[config.mk]
export PLATFORM = sky130hd
export DESIGN_NAME = wwdt_top
export DESIGN_NICKNAME = d
export VERILOG_FILES = /design/src/rtl/wwdt_tick.v /design/src/rtl/wwdt_top.v
export VERILOG_INCLUDE_DIRS = /design/src /design/src/rtl
export SDC_FILE = /design/constraint.sdc
export NUM_CORES = 1
export LEC_CHECK = 0
export ABC_CLOCK_PERIOD_IN_PS = 5340
export BUFFER_PORTS_ARGS = -buffer_cell sky130_fd_sc_hd__buf_4
export CAP_MARGIN = 40
export CORE_AREA = 3 3 95 97
export DETAILED_ROUTE_END_ITERATION = 10
export DIE_AREA = 0 0 98 100
export GPL_ROUTABILITY_DRIVEN = 0
export PLACE_DENSITY = 0.8
export SLEW_MARGIN = 5
export SYNTH_ARGS = -nofsm -noshare
export SYNTH_HDL_FRONTEND = slang
export SYNTH_HIERARCHICAL = 1
export SYNTH_SLANG_ARGS = --single-unit
[constraint.sdc]
create_clock -name clk -period 5.34 [get_ports clk]
set_clock_uncertainty 0.15 [all_clocks]
set_input_delay 0.801 -clock clk [delete_from_list [all_inputs] [get_ports clk]]
set_output_delay 0.801 -clock clk [all_outputs]
set_load 0.1 [all_outputs]
[src/rtl/wwdt_regs.vh]
// constants for the windowed watchdog timer
`ifndef WWDT_REGS_VH
`define WWDT_REGS_VH

// apb byte offsets
`define WWDT_OFS_KICK 8'h00
`define WWDT_OFS_STATUS 8'h04
`define WWDT_OFS_CAUSE 8'h08
`define WWDT_OFS_OPTION 8'h0c

// kick register key and read-back values
`define WWDT_KEY 8'hac
`define WWDT_KICK_RD_ON 8'h9a
`define WWDT_KICK_RD_OFF 8'h1a

// option byte fields
`define WWDT_OPT_IRQ 7
`define WWDT_OPT_WIN_HI 6
`define WWDT_OPT_WIN_LO 5
`define WWDT_OPT_EN 4
`define WWDT_OPT_OVF_HI 3
`define WWDT_OPT_OVF_LO 1
`define WWDT_OPT_STBY 0
`define WWDT_OPT_RESET 8'h00

// overflow select codes
`define WWDT_OVF_SEL_6 3'h0
`define WWDT_OVF_SEL_7 3'h1
`define WWDT_OVF_SEL_8 3'h2
`define WWDT_OVF_SEL_9 3'h3
`define WWDT_OVF_SEL_11 3'h4

// overflow limits in half low-speed periods (2 x 2^n)
`define WWDT_OVF_HALF_6 17'h00080
`define WWDT_OVF_HALF_7 17'h00100
`define WWDT_OVF_HALF_8 17'h00200
`define WWDT_OVF_HALF_9 17'h00400
`define WWDT_OVF_HALF_11 17'h01000

// window select codes
`define WWDT_WIN_50 2'h1
`define WWDT_WIN_75 2'h2
`define WWDT_WIN_100 2'h3

// status register fields
`define WWDT_ST_CNT_HI 16
`define WWDT_ST_OPEN 17
`define WWDT_ST_FIRST 18
`define WWDT_ST_RUN 19

// reset cause flag position
`define WWDT_CAUSE_BIT 4

// timing: system clock and low-speed oscillator, in hertz
`define WWDT_CLK_HZ 40000000
`define WWDT_FIL_HZ 15000
// half-period divider, rounded down
`define WWDT_HALF_DIV (`WWDT_CLK_HZ / (2 * `WWDT_FIL_HZ))
`define WWDT_DIV_W 12
// last divider count: WWDT_HALF_DIV - 1 at the divider width
`define WWDT_HALF_LAST 12'h534

`endif

[src/rtl/wwdt_tick.v]
// half low-speed period enable generator
`timescale 1ns/1ps
`include "wwdt_regs.vh"

module wwdt_tick (
    input wire clk,
    input wire rst_n,
    input wire run,
    input wire restart,
    output reg halfTick
);

localparam [`WWDT_DIV_W-1:0] DIV_LAST = `WWDT_HALF_LAST;

reg [`WWDT_DIV_W-1:0] div_r;

always @(posedge clk or negedge rst_n) begin
    if (!rst_n) begin
        div_r <= {`WWDT_DIV_W{1'b0}};
        halfTick <= 1'b0;
    end else if (restart || !run) begin
        div_r <= {`WWDT_DIV_W{1'b0}};
        halfTick <= 1'b0;
    end else if (div_r == DIV_LAST) begin
        div_r <= {`WWDT_DIV_W{1'b0}};
        halfTick <= 1'b1;
    end else begin
        div_r <= div_r + 1'b1;
        halfTick <= 1'b0;
    end
end

endmodule // wwdt_tick

[src/rtl/wwdt_top.v]
// windowed watchdog timer with apb register access
//
// Added by the designer: the APB slave port and the register addresses.
`timescale 1ns/1ps
`include "wwdt_regs.vh"

// Operation
// with count enable set, counting starts right after reset release.
// with count enable clear, counter stays stopped and never overflows.
// writing key ACH before overflow clears counter and restarts from zero.
// after the first kick, a write in the closed window raises reset.
// reaching overflow without a valid key raises internal reset.
// a single-bit access to the kick register raises internal reset.
// writing any value other than ACH raises internal reset.
// first kick after reset clears counter anytime, window not checked.
// a valid kick clears the counter within two low-speed clocks.
// a kick on the last count before overflow still clears.
// standby-run 0 stops counting in standby; 1 keeps counting.
// standby-run 0: leaving standby clears counter and restarts.
// overflow select picks 2^6, 2^7, 2^8, 2^9 or 2^11 periods.
// window select 01, 10, 11 gives 50, 75, 100 percent open.
// closed window is the first part; open runs until overflow.
// standby-run 0 forces the open window to 100 percent.
// interval irq at 75 percent plus half a period when enabled.
// interval irq leaves counting alone; overflow still resets.
// every watchdog reset sets the reset cause flag, bit 4.
// kick register reads 9AH when enabled, 1AH when disabled.
// counter runs on the low-speed oscillator clock rate.
module wwdt_top (
    input wire clk,
    input wire rst_n,
    input wire psel,
    input wire penable,
    input wire pwrite,
    input wire [7:0] paddr,
    input wire [31:0] pwdata,
    input wire [3:0] pstrb,
    output wire pready,
    output reg [31:0] prdata,
    output wire pslverr,
    input wire bitOpAccess,
    input wire [7:0] optionByte,
    input wire standbyMode,
    output reg internalReset,
    output reg intervalIrq,
    output reg watchdogResetCauseFlag
);

// one-hot control states
localparam [2:0] ST_LOAD = 3'b001;
localparam [2:0] ST_RUN = 3'b010;
localparam [2:0] ST_OFF = 3'b100;

reg [2:0] state_r;
reg [2:0] state_nxt;
reg [7:0] option_r;
reg [16:0] cnt_r;
reg [16:0] cnt_nxt;
reg firstKick_r;
reg kickPend_r;
reg stbyPrev_r;
reg [16:0] ovfHalf;
reg [16:0] closeEnd;
wire [16:0] irqAt;
wire [2:0] ovfSel;
wire [1:0] winSel;
wire countEnable;
wire standbyRun;
wire running;
wire halfTick;
wire accessPhase;
wire setupPhase;
wire kickWrite;
wire causeWrite;
wire addrHit;
wire windowOpen;
wire keyFault;
wire bitFault;
wire closedFault;
wire kickFault;
wire overflow;
wire leaveStandby;
wire restartCnt;
wire faultReq;
wire irqHit;
wire tickStep;
wire kickAddr;
reg [31:0] rdData_nxt;

assign ovfSel = option_r[`WWDT_OPT_OVF_HI:`WWDT_OPT_OVF_LO];
assign winSel = {option_r[`WWDT_OPT_WIN_HI], option_r[`WWDT_OPT_WIN_LO]};
assign countEnable = option_r[`WWDT_OPT_EN];
assign standbyRun = option_r[`WWDT_OPT_STBY];

// overflow count select
always @* begin
    case (ovfSel)
        `WWDT_OVF_SEL_6: ovfHalf = `WWDT_OVF_HALF_6;
        `WWDT_OVF_SEL_7: ovfHalf = `WWDT_OVF_HALF_7;
        `WWDT_OVF_SEL_8: ovfHalf = `WWDT_OVF_HALF_8;
        `WWDT_OVF_SEL_9: ovfHalf = `WWDT_OVF_HALF_9;
        `WWDT_OVF_SEL_11: ovfHalf = `WWDT_OVF_HALF_11;
        // prohibited codes act as the longest time
        default: ovfHalf = `WWDT_OVF_HALF_11;
    endcase
end

// closed part of the period
always @* begin
    if (!standbyRun) begin
        closeEnd = 17'h00000;
    end else begin
        case (winSel)
            `WWDT_WIN_50: closeEnd = ovfHalf >> 1;
            `WWDT_WIN_75: closeEnd = ovfHalf >> 2;
            `WWDT_WIN_100: closeEnd = 17'h00000;
            // prohibited code 00 acts as fully open
            default: closeEnd = 17'h00000;
        endcase
    end
end

// R17 75 percent plus half a low-speed period
// counts are half periods, so plus one is the extra half period
assign irqAt = (ovfHalf >> 1) + (ovfHalf >> 2) + 17'h00001;

// window open from closeEnd up to overflow
assign windowOpen = (cnt_r >= closeEnd);

// counting gated by standby mode
assign running = (state_r == ST_RUN) && (!standbyMode || standbyRun);

// one count step per low-speed half period
assign tickStep = running && halfTick;

// leaving standby without standby-run restarts
// fires once, on the cycle after standby ends
assign leaveStandby = stbyPrev_r && !standbyMode && !standbyRun;

// apb decode, zero wait states
assign pready = 1'b1;
assign setupPhase = psel && !penable;
assign accessPhase = psel && penable;
assign addrHit = (paddr == `WWDT_OFS_KICK) || (paddr == `WWDT_OFS_STATUS) ||
                 (paddr == `WWDT_OFS_CAUSE) || (paddr == `WWDT_OFS_OPTION);
assign pslverr = accessPhase && !addrHit;
assign kickAddr = (paddr == `WWDT_OFS_KICK);
// kick writes are ignored while the counter is disabled
assign kickWrite = accessPhase && pwrite && kickAddr && pstrb[0] && (state_r == ST_RUN);
// the cause flag is cleared by writing a one
assign causeWrite = accessPhase && pwrite && (paddr == `WWDT_OFS_CAUSE) && pstrb[0];

// single-bit access fault
assign bitFault = kickWrite && bitOpAccess;
// wrong key fault
assign keyFault = kickWrite && (pwdata[7:0] != `WWDT_KEY);
// closed window checked only after first kick
assign closedFault = kickWrite && firstKick_r && !windowOpen;
assign kickFault = bitFault || keyFault || closedFault;

// overflow unless a pending kick lands on this tick;
// a kick taken on the overflow tick itself comes too late
assign overflow = tickStep && !kickPend_r && (cnt_r == ovfHalf - 17'h00001);

// any fault or overflow asks for a chip reset
assign faultReq = kickFault || overflow;

assign restartCnt = leaveStandby || faultReq;

// low-speed clock rate as half-period enables
wwdt_tick wwdt_tick_i (
    .clk(clk),
    .rst_n(rst_n),
    .run(running),
    .restart(restartCnt),
    .halfTick(halfTick)
);

// control state
always @* begin
    case (state_r)
        ST_LOAD: begin
            // start or stay stopped per option
            if (optionByte[`WWDT_OPT_EN]) begin
                state_nxt = ST_RUN;
            end else begin
                state_nxt = ST_OFF;
            end
        end
        ST_RUN: state_nxt = ST_RUN;
        ST_OFF: state_nxt = ST_OFF;
        default: state_nxt = ST_LOAD;
    endcase
end

always @(posedge clk or negedge rst_n) begin
    if (!rst_n) begin
        state_r <= ST_LOAD;
    end else begin
        state_r <= state_nxt;
    end
end

// option byte caught once after reset release; later changes wait for reset
always @(posedge clk or negedge rst_n) begin
    if (!rst_n) begin
        option_r <= `WWDT_OPT_RESET;
    end else if (state_r == ST_LOAD) begin
        option_r <= optionByte;
    end
end

always @(posedge clk or negedge rst_n) begin
    if (!rst_n) begin
        stbyPrev_r <= 1'b0;
    end else begin
        stbyPrev_r <= standbyMode;
    end
end

// counter next value
always @* begin
    cnt_nxt = cnt_r;
    if (restartCnt) begin
        cnt_nxt = 17'h00000;
    end else if (running && halfTick) begin
        if (kickPend_r) begin
            // pending kick clears on next tick
            cnt_nxt = 17'h00000;
        end else begin
            cnt_nxt = cnt_r + 17'h00001;
        end
    end
end

always @(posedge clk or negedge rst_n) begin
    if (!rst_n) begin
        cnt_r <= 17'h00000;
    end else begin
        cnt_r <= cnt_nxt;
    end
end

// kick request held until the next half tick
always @(posedge clk or negedge rst_n) begin
    if (!rst_n) begin
        kickPend_r <= 1'b0;
    end else if (restartCnt) begin
        kickPend_r <= 1'b0;
    end else if (kickWrite) begin
        // valid key arms the clear
        kickPend_r <= 1'b1;
    end else if (tickStep) begin
        kickPend_r <= 1'b0;
    end
end

// a fault restarts the window sequence from the first kick
always @(posedge clk or negedge rst_n) begin
    if (!rst_n) begin
        firstKick_r <= 1'b0;
    end else if (faultReq) begin
        firstKick_r <= 1'b0;
    end else if (kickWrite) begin
        // later kicks see the window
        firstKick_r <= 1'b1;
    end
end

// irq point, counter untouched
assign irqHit = option_r[`WWDT_OPT_IRQ] && tickStep && !kickPend_r &&
                !restartCnt && (cnt_nxt == irqAt);

// internal reset request
always @(posedge clk or negedge rst_n) begin
    if (!rst_n) begin
        internalReset <= 1'b0;
    end else begin
        internalReset <= faultReq;
    end
end

always @(posedge clk or negedge rst_n) begin
    if (!rst_n) begin
        intervalIrq <= 1'b0;
    end else begin
        intervalIrq <= irqHit;
    end
end

// set wins over software clear
always @(posedge clk or negedge rst_n) begin
    if (!rst_n) begin
        watchdogResetCauseFlag <= 1'b0;
    end else if (faultReq) begin
        watchdogResetCauseFlag <= 1'b1;
    end else if (causeWrite && pwdata[`WWDT_CAUSE_BIT]) begin
        watchdogResetCauseFlag <= 1'b0;
    end
end

// read data mux
always @* begin
    rdData_nxt = 32'h00000000;
    case (paddr)
        `WWDT_OFS_KICK: begin
            // fixed read-back value
            if (countEnable) begin
                rdData_nxt[7:0] = `WWDT_KICK_RD_ON;
            end else begin
                rdData_nxt[7:0] = `WWDT_KICK_RD_OFF;
            end
        end
        `WWDT_OFS_STATUS: begin
            rdData_nxt[`WWDT_ST_CNT_HI:0] = cnt_r;
            rdData_nxt[`WWDT_ST_OPEN] = windowOpen;
            rdData_nxt[`WWDT_ST_FIRST] = firstKick_r;
            rdData_nxt[`WWDT_ST_RUN] = running;
        end
        `WWDT_OFS_CAUSE: begin
            rdData_nxt[`WWDT_CAUSE_BIT] = watchdogResetCauseFlag;
        end
        `WWDT_OFS_OPTION: begin
            rdData_nxt[7:0] = option_r;
        end
        default: begin
            rdData_nxt = 32'h00000000;
        end
    endcase
end

// read data captured in the setup cycle so it stands through the access phase
always @(posedge clk or negedge rst_n) begin
    if (!rst_n) begin
        prdata <= 32'h00000000;
    end else if (setupPhase && !pwrite) begin
        prdata <= rdData_nxt;
    end
end

endmodule // wwdt_top

==> out/results.env <==
OUTCOME='finished, final reports clean'
SYNTH_COMPOUND_GATE_AREA_SHARE_PCT=14.76
WORSTHOLDPATHTYPE='flop to flop'
HTREE_LEVELS=3
MUXSHAREOFSYNTHAREA_PCT=4.218
FINAL_ANTENNA_NET_COUNT=0
ADDER_AND_MAJORITY_GATE_PORTION_OF_THE_SYNTHESIZED_AREA_PCT=6.548
MOSTFREQUENTLAYOUTCELL='sky130_fd_sc_hd__dfrtp_1'
FLOORPLAN.IO_PINS=96
CTS.ROOT.BUFFER_CELL='sky130_fd_sc_hd__clkbuf_8'
GRT_SETUP_UNREPAIRED='no'
GRT_FIRST_PASS_WIRELENGTH_MM=17.94
YOSYS_REGISTER_BITS=67
SYNTH_TOP_FAMILY_BY_AREA='simple AND/OR/NAND/NOR gates'
DRT_FIRST_ITER_VIOLATIONS=271
SYNTHDOMINANTCELLAREASHARE_PCT=36.63
POWER.DENSITY_nW_PER_UM2=206.9
DIE_OUTLINE_HEIGHT_UM=100
CORE_AREA_SQ_UM=8217
TRITONCTS_NUM_SINKS=67
TIMING.SETUP.CRITICAL_PATH_CLASS='flop to flop'
GRT_MAX_DEGREE=68
SYN2LAYOUT_AREA_GROWTH_PCT=13.37
VIAS=3779
CRIT_ARRIVAL_PS=4730
POWER.IR.VDD_WORST_mV=0.1067
VIAS_PER_CELL=5.989
SYNTH_ENABLE_FLOP_CELLS=0
CELL_AREA_PLACED_SQ_UM=4905
REPORT.FINAL.SLEW_VIOL_COUNT=0
MAX_CLOCK_FREQ_GHz=0.2182
ASYNC_RESET_FF_SHARE_PCT=100.0
LAYOUT-DRIVE-GT1-SHARE_PCT=22.05
YOSYS.AREA_SHARE.XOR_XNOR_PCT=5.522
FIN_TNS_SETUP_PS=0
YOSYS_MOST_USED_DFF='sky130_fd_sc_hd__dfrtp_1'
GLOBAL_ROUTE.OVERFLOW_TOTAL=0
SEQ_AREA_FRAC_SYNTH_PCT=37.21
REMAINING_DRC_ERRORS=0
WORSTSETUPSTARTPOINTTYPE='flop'
GRT_ANTENNA_BEFORE_REPAIR=0
MIN_PERIOD_OVER_PERIOD_PCT=85.83
SYNTHDOMINANTAREACELLTYPE='sky130_fd_sc_hd__dfrtp_1'
CRITICAL_PATH_REQUIRED_PS=5480
SETUP-VIOLATIONS-FINAL=0
CLOCK_INSERTION_DELAY_WORST_SKEW_PS=360
SYNTH_CELLS=474
UNIQUE_CELL_TYPE_COUNT_IN_THE_YOSYS_NETLIST=80
GRT_USE_TOTAL_PCT=22.72
ANTENNA_DIODE_COUNT=0
FINAL_CELL_MIX='sky130_fd_sc_hd__dfrtp_1 (66), sky130_fd_sc_hd__buf_4 (61), sky130_fd_sc_hd__nor2_1 (34)'
DIE_AREA_SQ_UM=9800
POST_SYNTH_INSTANCE_AREA_SQ_UM=4509
SYNTH_AREA_LEADERS='sky130_fd_sc_hd__dfrtp_1 (37%), sky130_fd_sc_hd__ha_1 (6.1%), sky130_fd_sc_hd__xnor2_1 (3.3%)'
TIMING_WORST_SLEW_PIN_VALUE_PS=879.7
DIEWIDTH_UM=98
PORTBUFFERS=55
LAYOUT.NETS=603
TRITONCTS='done'
CLOCK_TREE.BUFFER_DEPTH=2
CTS_INSERTED_BUFFERS=9
INITIAL_CORE_UTIL_PCT=54.88
WORST_SETUP_HOLD_PATH_CLK_SLEW_PS=70
CRIT_PATH_MAX_FANOUT=11
AVGSYNTHCELLAREA_SQ_UM=9.513
FINALWIRELENGTH_MM=10.57
CRIT_PATH_END_KIND='flop'
SLEW-LIMIT-HEADROOM_PCT=40.81
DRT-PASS1-ITER-COUNT=5
DRV.MAX_CAP_VIOLATION_COUNT=0
YOSYSWARNINGS=6
ROUTED_WIRE_LENGTH_PER_INSTANCE_UM=16.74
DP_HPWL_MM=7.988
FLOORPLAN.ROWS=33
CTS.REPAIR.RESIZED=0
YOSYS.AREA_SHARE.SIMPLE_PCT=24.94
LEAKAGE_nW=2.332
FINALHOLDVIOLCOUNT=0
FINAL_CELL_AREA_SQ_UM=5112
LAYOUT_MIN_CYCLE_TIME_PS=4584
FIRST_GLOBAL_VIAS=3691
CTS_POST_SETUP_BUFFERS_INSERTED=0
CTS_HOLD_BUFFERS=0
==> critical path, stage by stage, from the launching register on <==
cell,delay (ps)
sky130_fd_sc_hd__dfrtp_1,620
sky130_fd_sc_hd__and2_1,420
sky130_fd_sc_hd__inv_2,100
sky130_fd_sc_hd__ha_1,290
sky130_fd_sc_hd__nor4b_2,280
sky130_fd_sc_hd__buf_4,200
sky130_fd_sc_hd__a22o_1,140
sky130_fd_sc_hd__nand2_1,80
sky130_fd_sc_hd__ha_1,350
sky130_fd_sc_hd__o21a_1,120
sky130_fd_sc_hd__o31ai_1,60
sky130_fd_sc_hd__a21oi_1,250
sky130_fd_sc_hd__o31a_1,210
sky130_fd_sc_hd__o21ai_2,100
sky130_fd_sc_hd__a21o_2,250
sky130_fd_sc_hd__nor2b_1,300
sky130_fd_sc_hd__o41ai_2,250
sky130_fd_sc_hd__buf_4,230
sky130_fd_sc_hd__a21oi_1,110
==> per-layer routing <==
layer | share of wire, % | vias up | global-route usage (%)
met5 | 0 | - | 0
met4 | 2.7 | 0 | 9.052
met3 | 7.6 | 28 | 5.281
met2 | 48 | 152 | 36.13
met1 | 42 | 1808 | 30.19
li1 | - | 1791 | -
==> where the power goes <==
| part | internal, mW | switching (mW) |
|---|---|---|
| Clock | 0.254 | 0.190 |
| Sequential | 0.510 | 0.00226 |
| Combinational | 0.0244 | 0.0775 |
==> layout make-up <==
class                   instances  area (sq um)
fillers                       698          3104
multi-input cells             365          2574
repair buffers                 61         457.9
flip-flops and latches         67          1678
clock inverters                 2         35.03
clock buffers                  14         172.7
inverters                      17         63.81
well taps                     105         131.4
==> cells in the mapped netlist (9+ instances only) <==
master                     instances
sky130_fd_sc_hd__nand2_1          33
sky130_fd_sc_hd__o21ai_0          18
sky130_fd_sc_hd__nor2b_1           9
sky130_fd_sc_hd__nand4_1          12
sky130_fd_sc_hd__a21oi_1          16
sky130_fd_sc_hd__nor3_1            9
sky130_fd_sc_hd__buf_4            18
sky130_fd_sc_hd__o31ai_1           9
sky130_fd_sc_hd__mux2i_1          10
sky130_fd_sc_hd__clkbuf_1         11
sky130_fd_sc_hd__nor2_1           34
sky130_fd_sc_hd__dfrtp_1          66
sky130_fd_sc_hd__xnor2_1          17
sky130_fd_sc_hd__ha_1             22
sky130_fd_sc_hd__a22o_1           12
sky130_fd_sc_hd__nand3_1          16
sky130_fd_sc_hd__inv_1            16
==> worst paths after layout <==
check,start,endpoint,slack [ps],cells after the start
setup / recovery,option_r[1],wwdt_tick_i/div_r[5],760,18
hold / removal,prdata[2],prdata[2],330,2
setup reg to reg,option_r[1],wwdt_tick_i/div_r[5],760,18
hold reg to reg,prdata[2],prdata[2],330,2
max in group asynchronous,rst_n,cnt_r[0],4120,1
min in group asynchronous,rst_n,prdata[4],390,1
==> cell families after synthesis <==
| group | count (synthesis) |
|---|---|
| other | 2 |
| buffers and inverters | 53 |
| muxes | 18 |
| xor gates and xnor gates | 26 |
| and+or+nand+nor | 191 |
| AOI/OAI and AO/OA | 94 |
| DFF | 67 |
| adders and majority gates | 23 |
==> metrics by stage <==
step                      util (%)  worst slack (ps)  hold slack, ps  cells  power (mW)
after floorplan                  -              1376           326.0    485      0.5966
after global placement       59.69             971.0           312.6    615      0.6222
after detailed placement     59.69             827.2           322.0    615      0.6239
after CTS                    62.22             785.3           335.5    631       1.066
after global routing         62.22             409.2           357.2    631       1.093
final                        62.22             756.4           335.0    631       1.058
==> registers in the layout, indices dropped and copies added (netlist names) <==
name / flops
prdata: 20
cnt_r: 17
wwdt_tick_i/div_r: 12
option_r: 8
state_r: 3
firstKick_r: 1
internalReset: 1
intervalIrq: 1
kickPend_r: 1
stbyPrev_r: 1
watchdogResetCauseFlag: 1
wwdt_tick_i/halfTick: 1
Note: power is estimated with default switching activity, not from simulation.
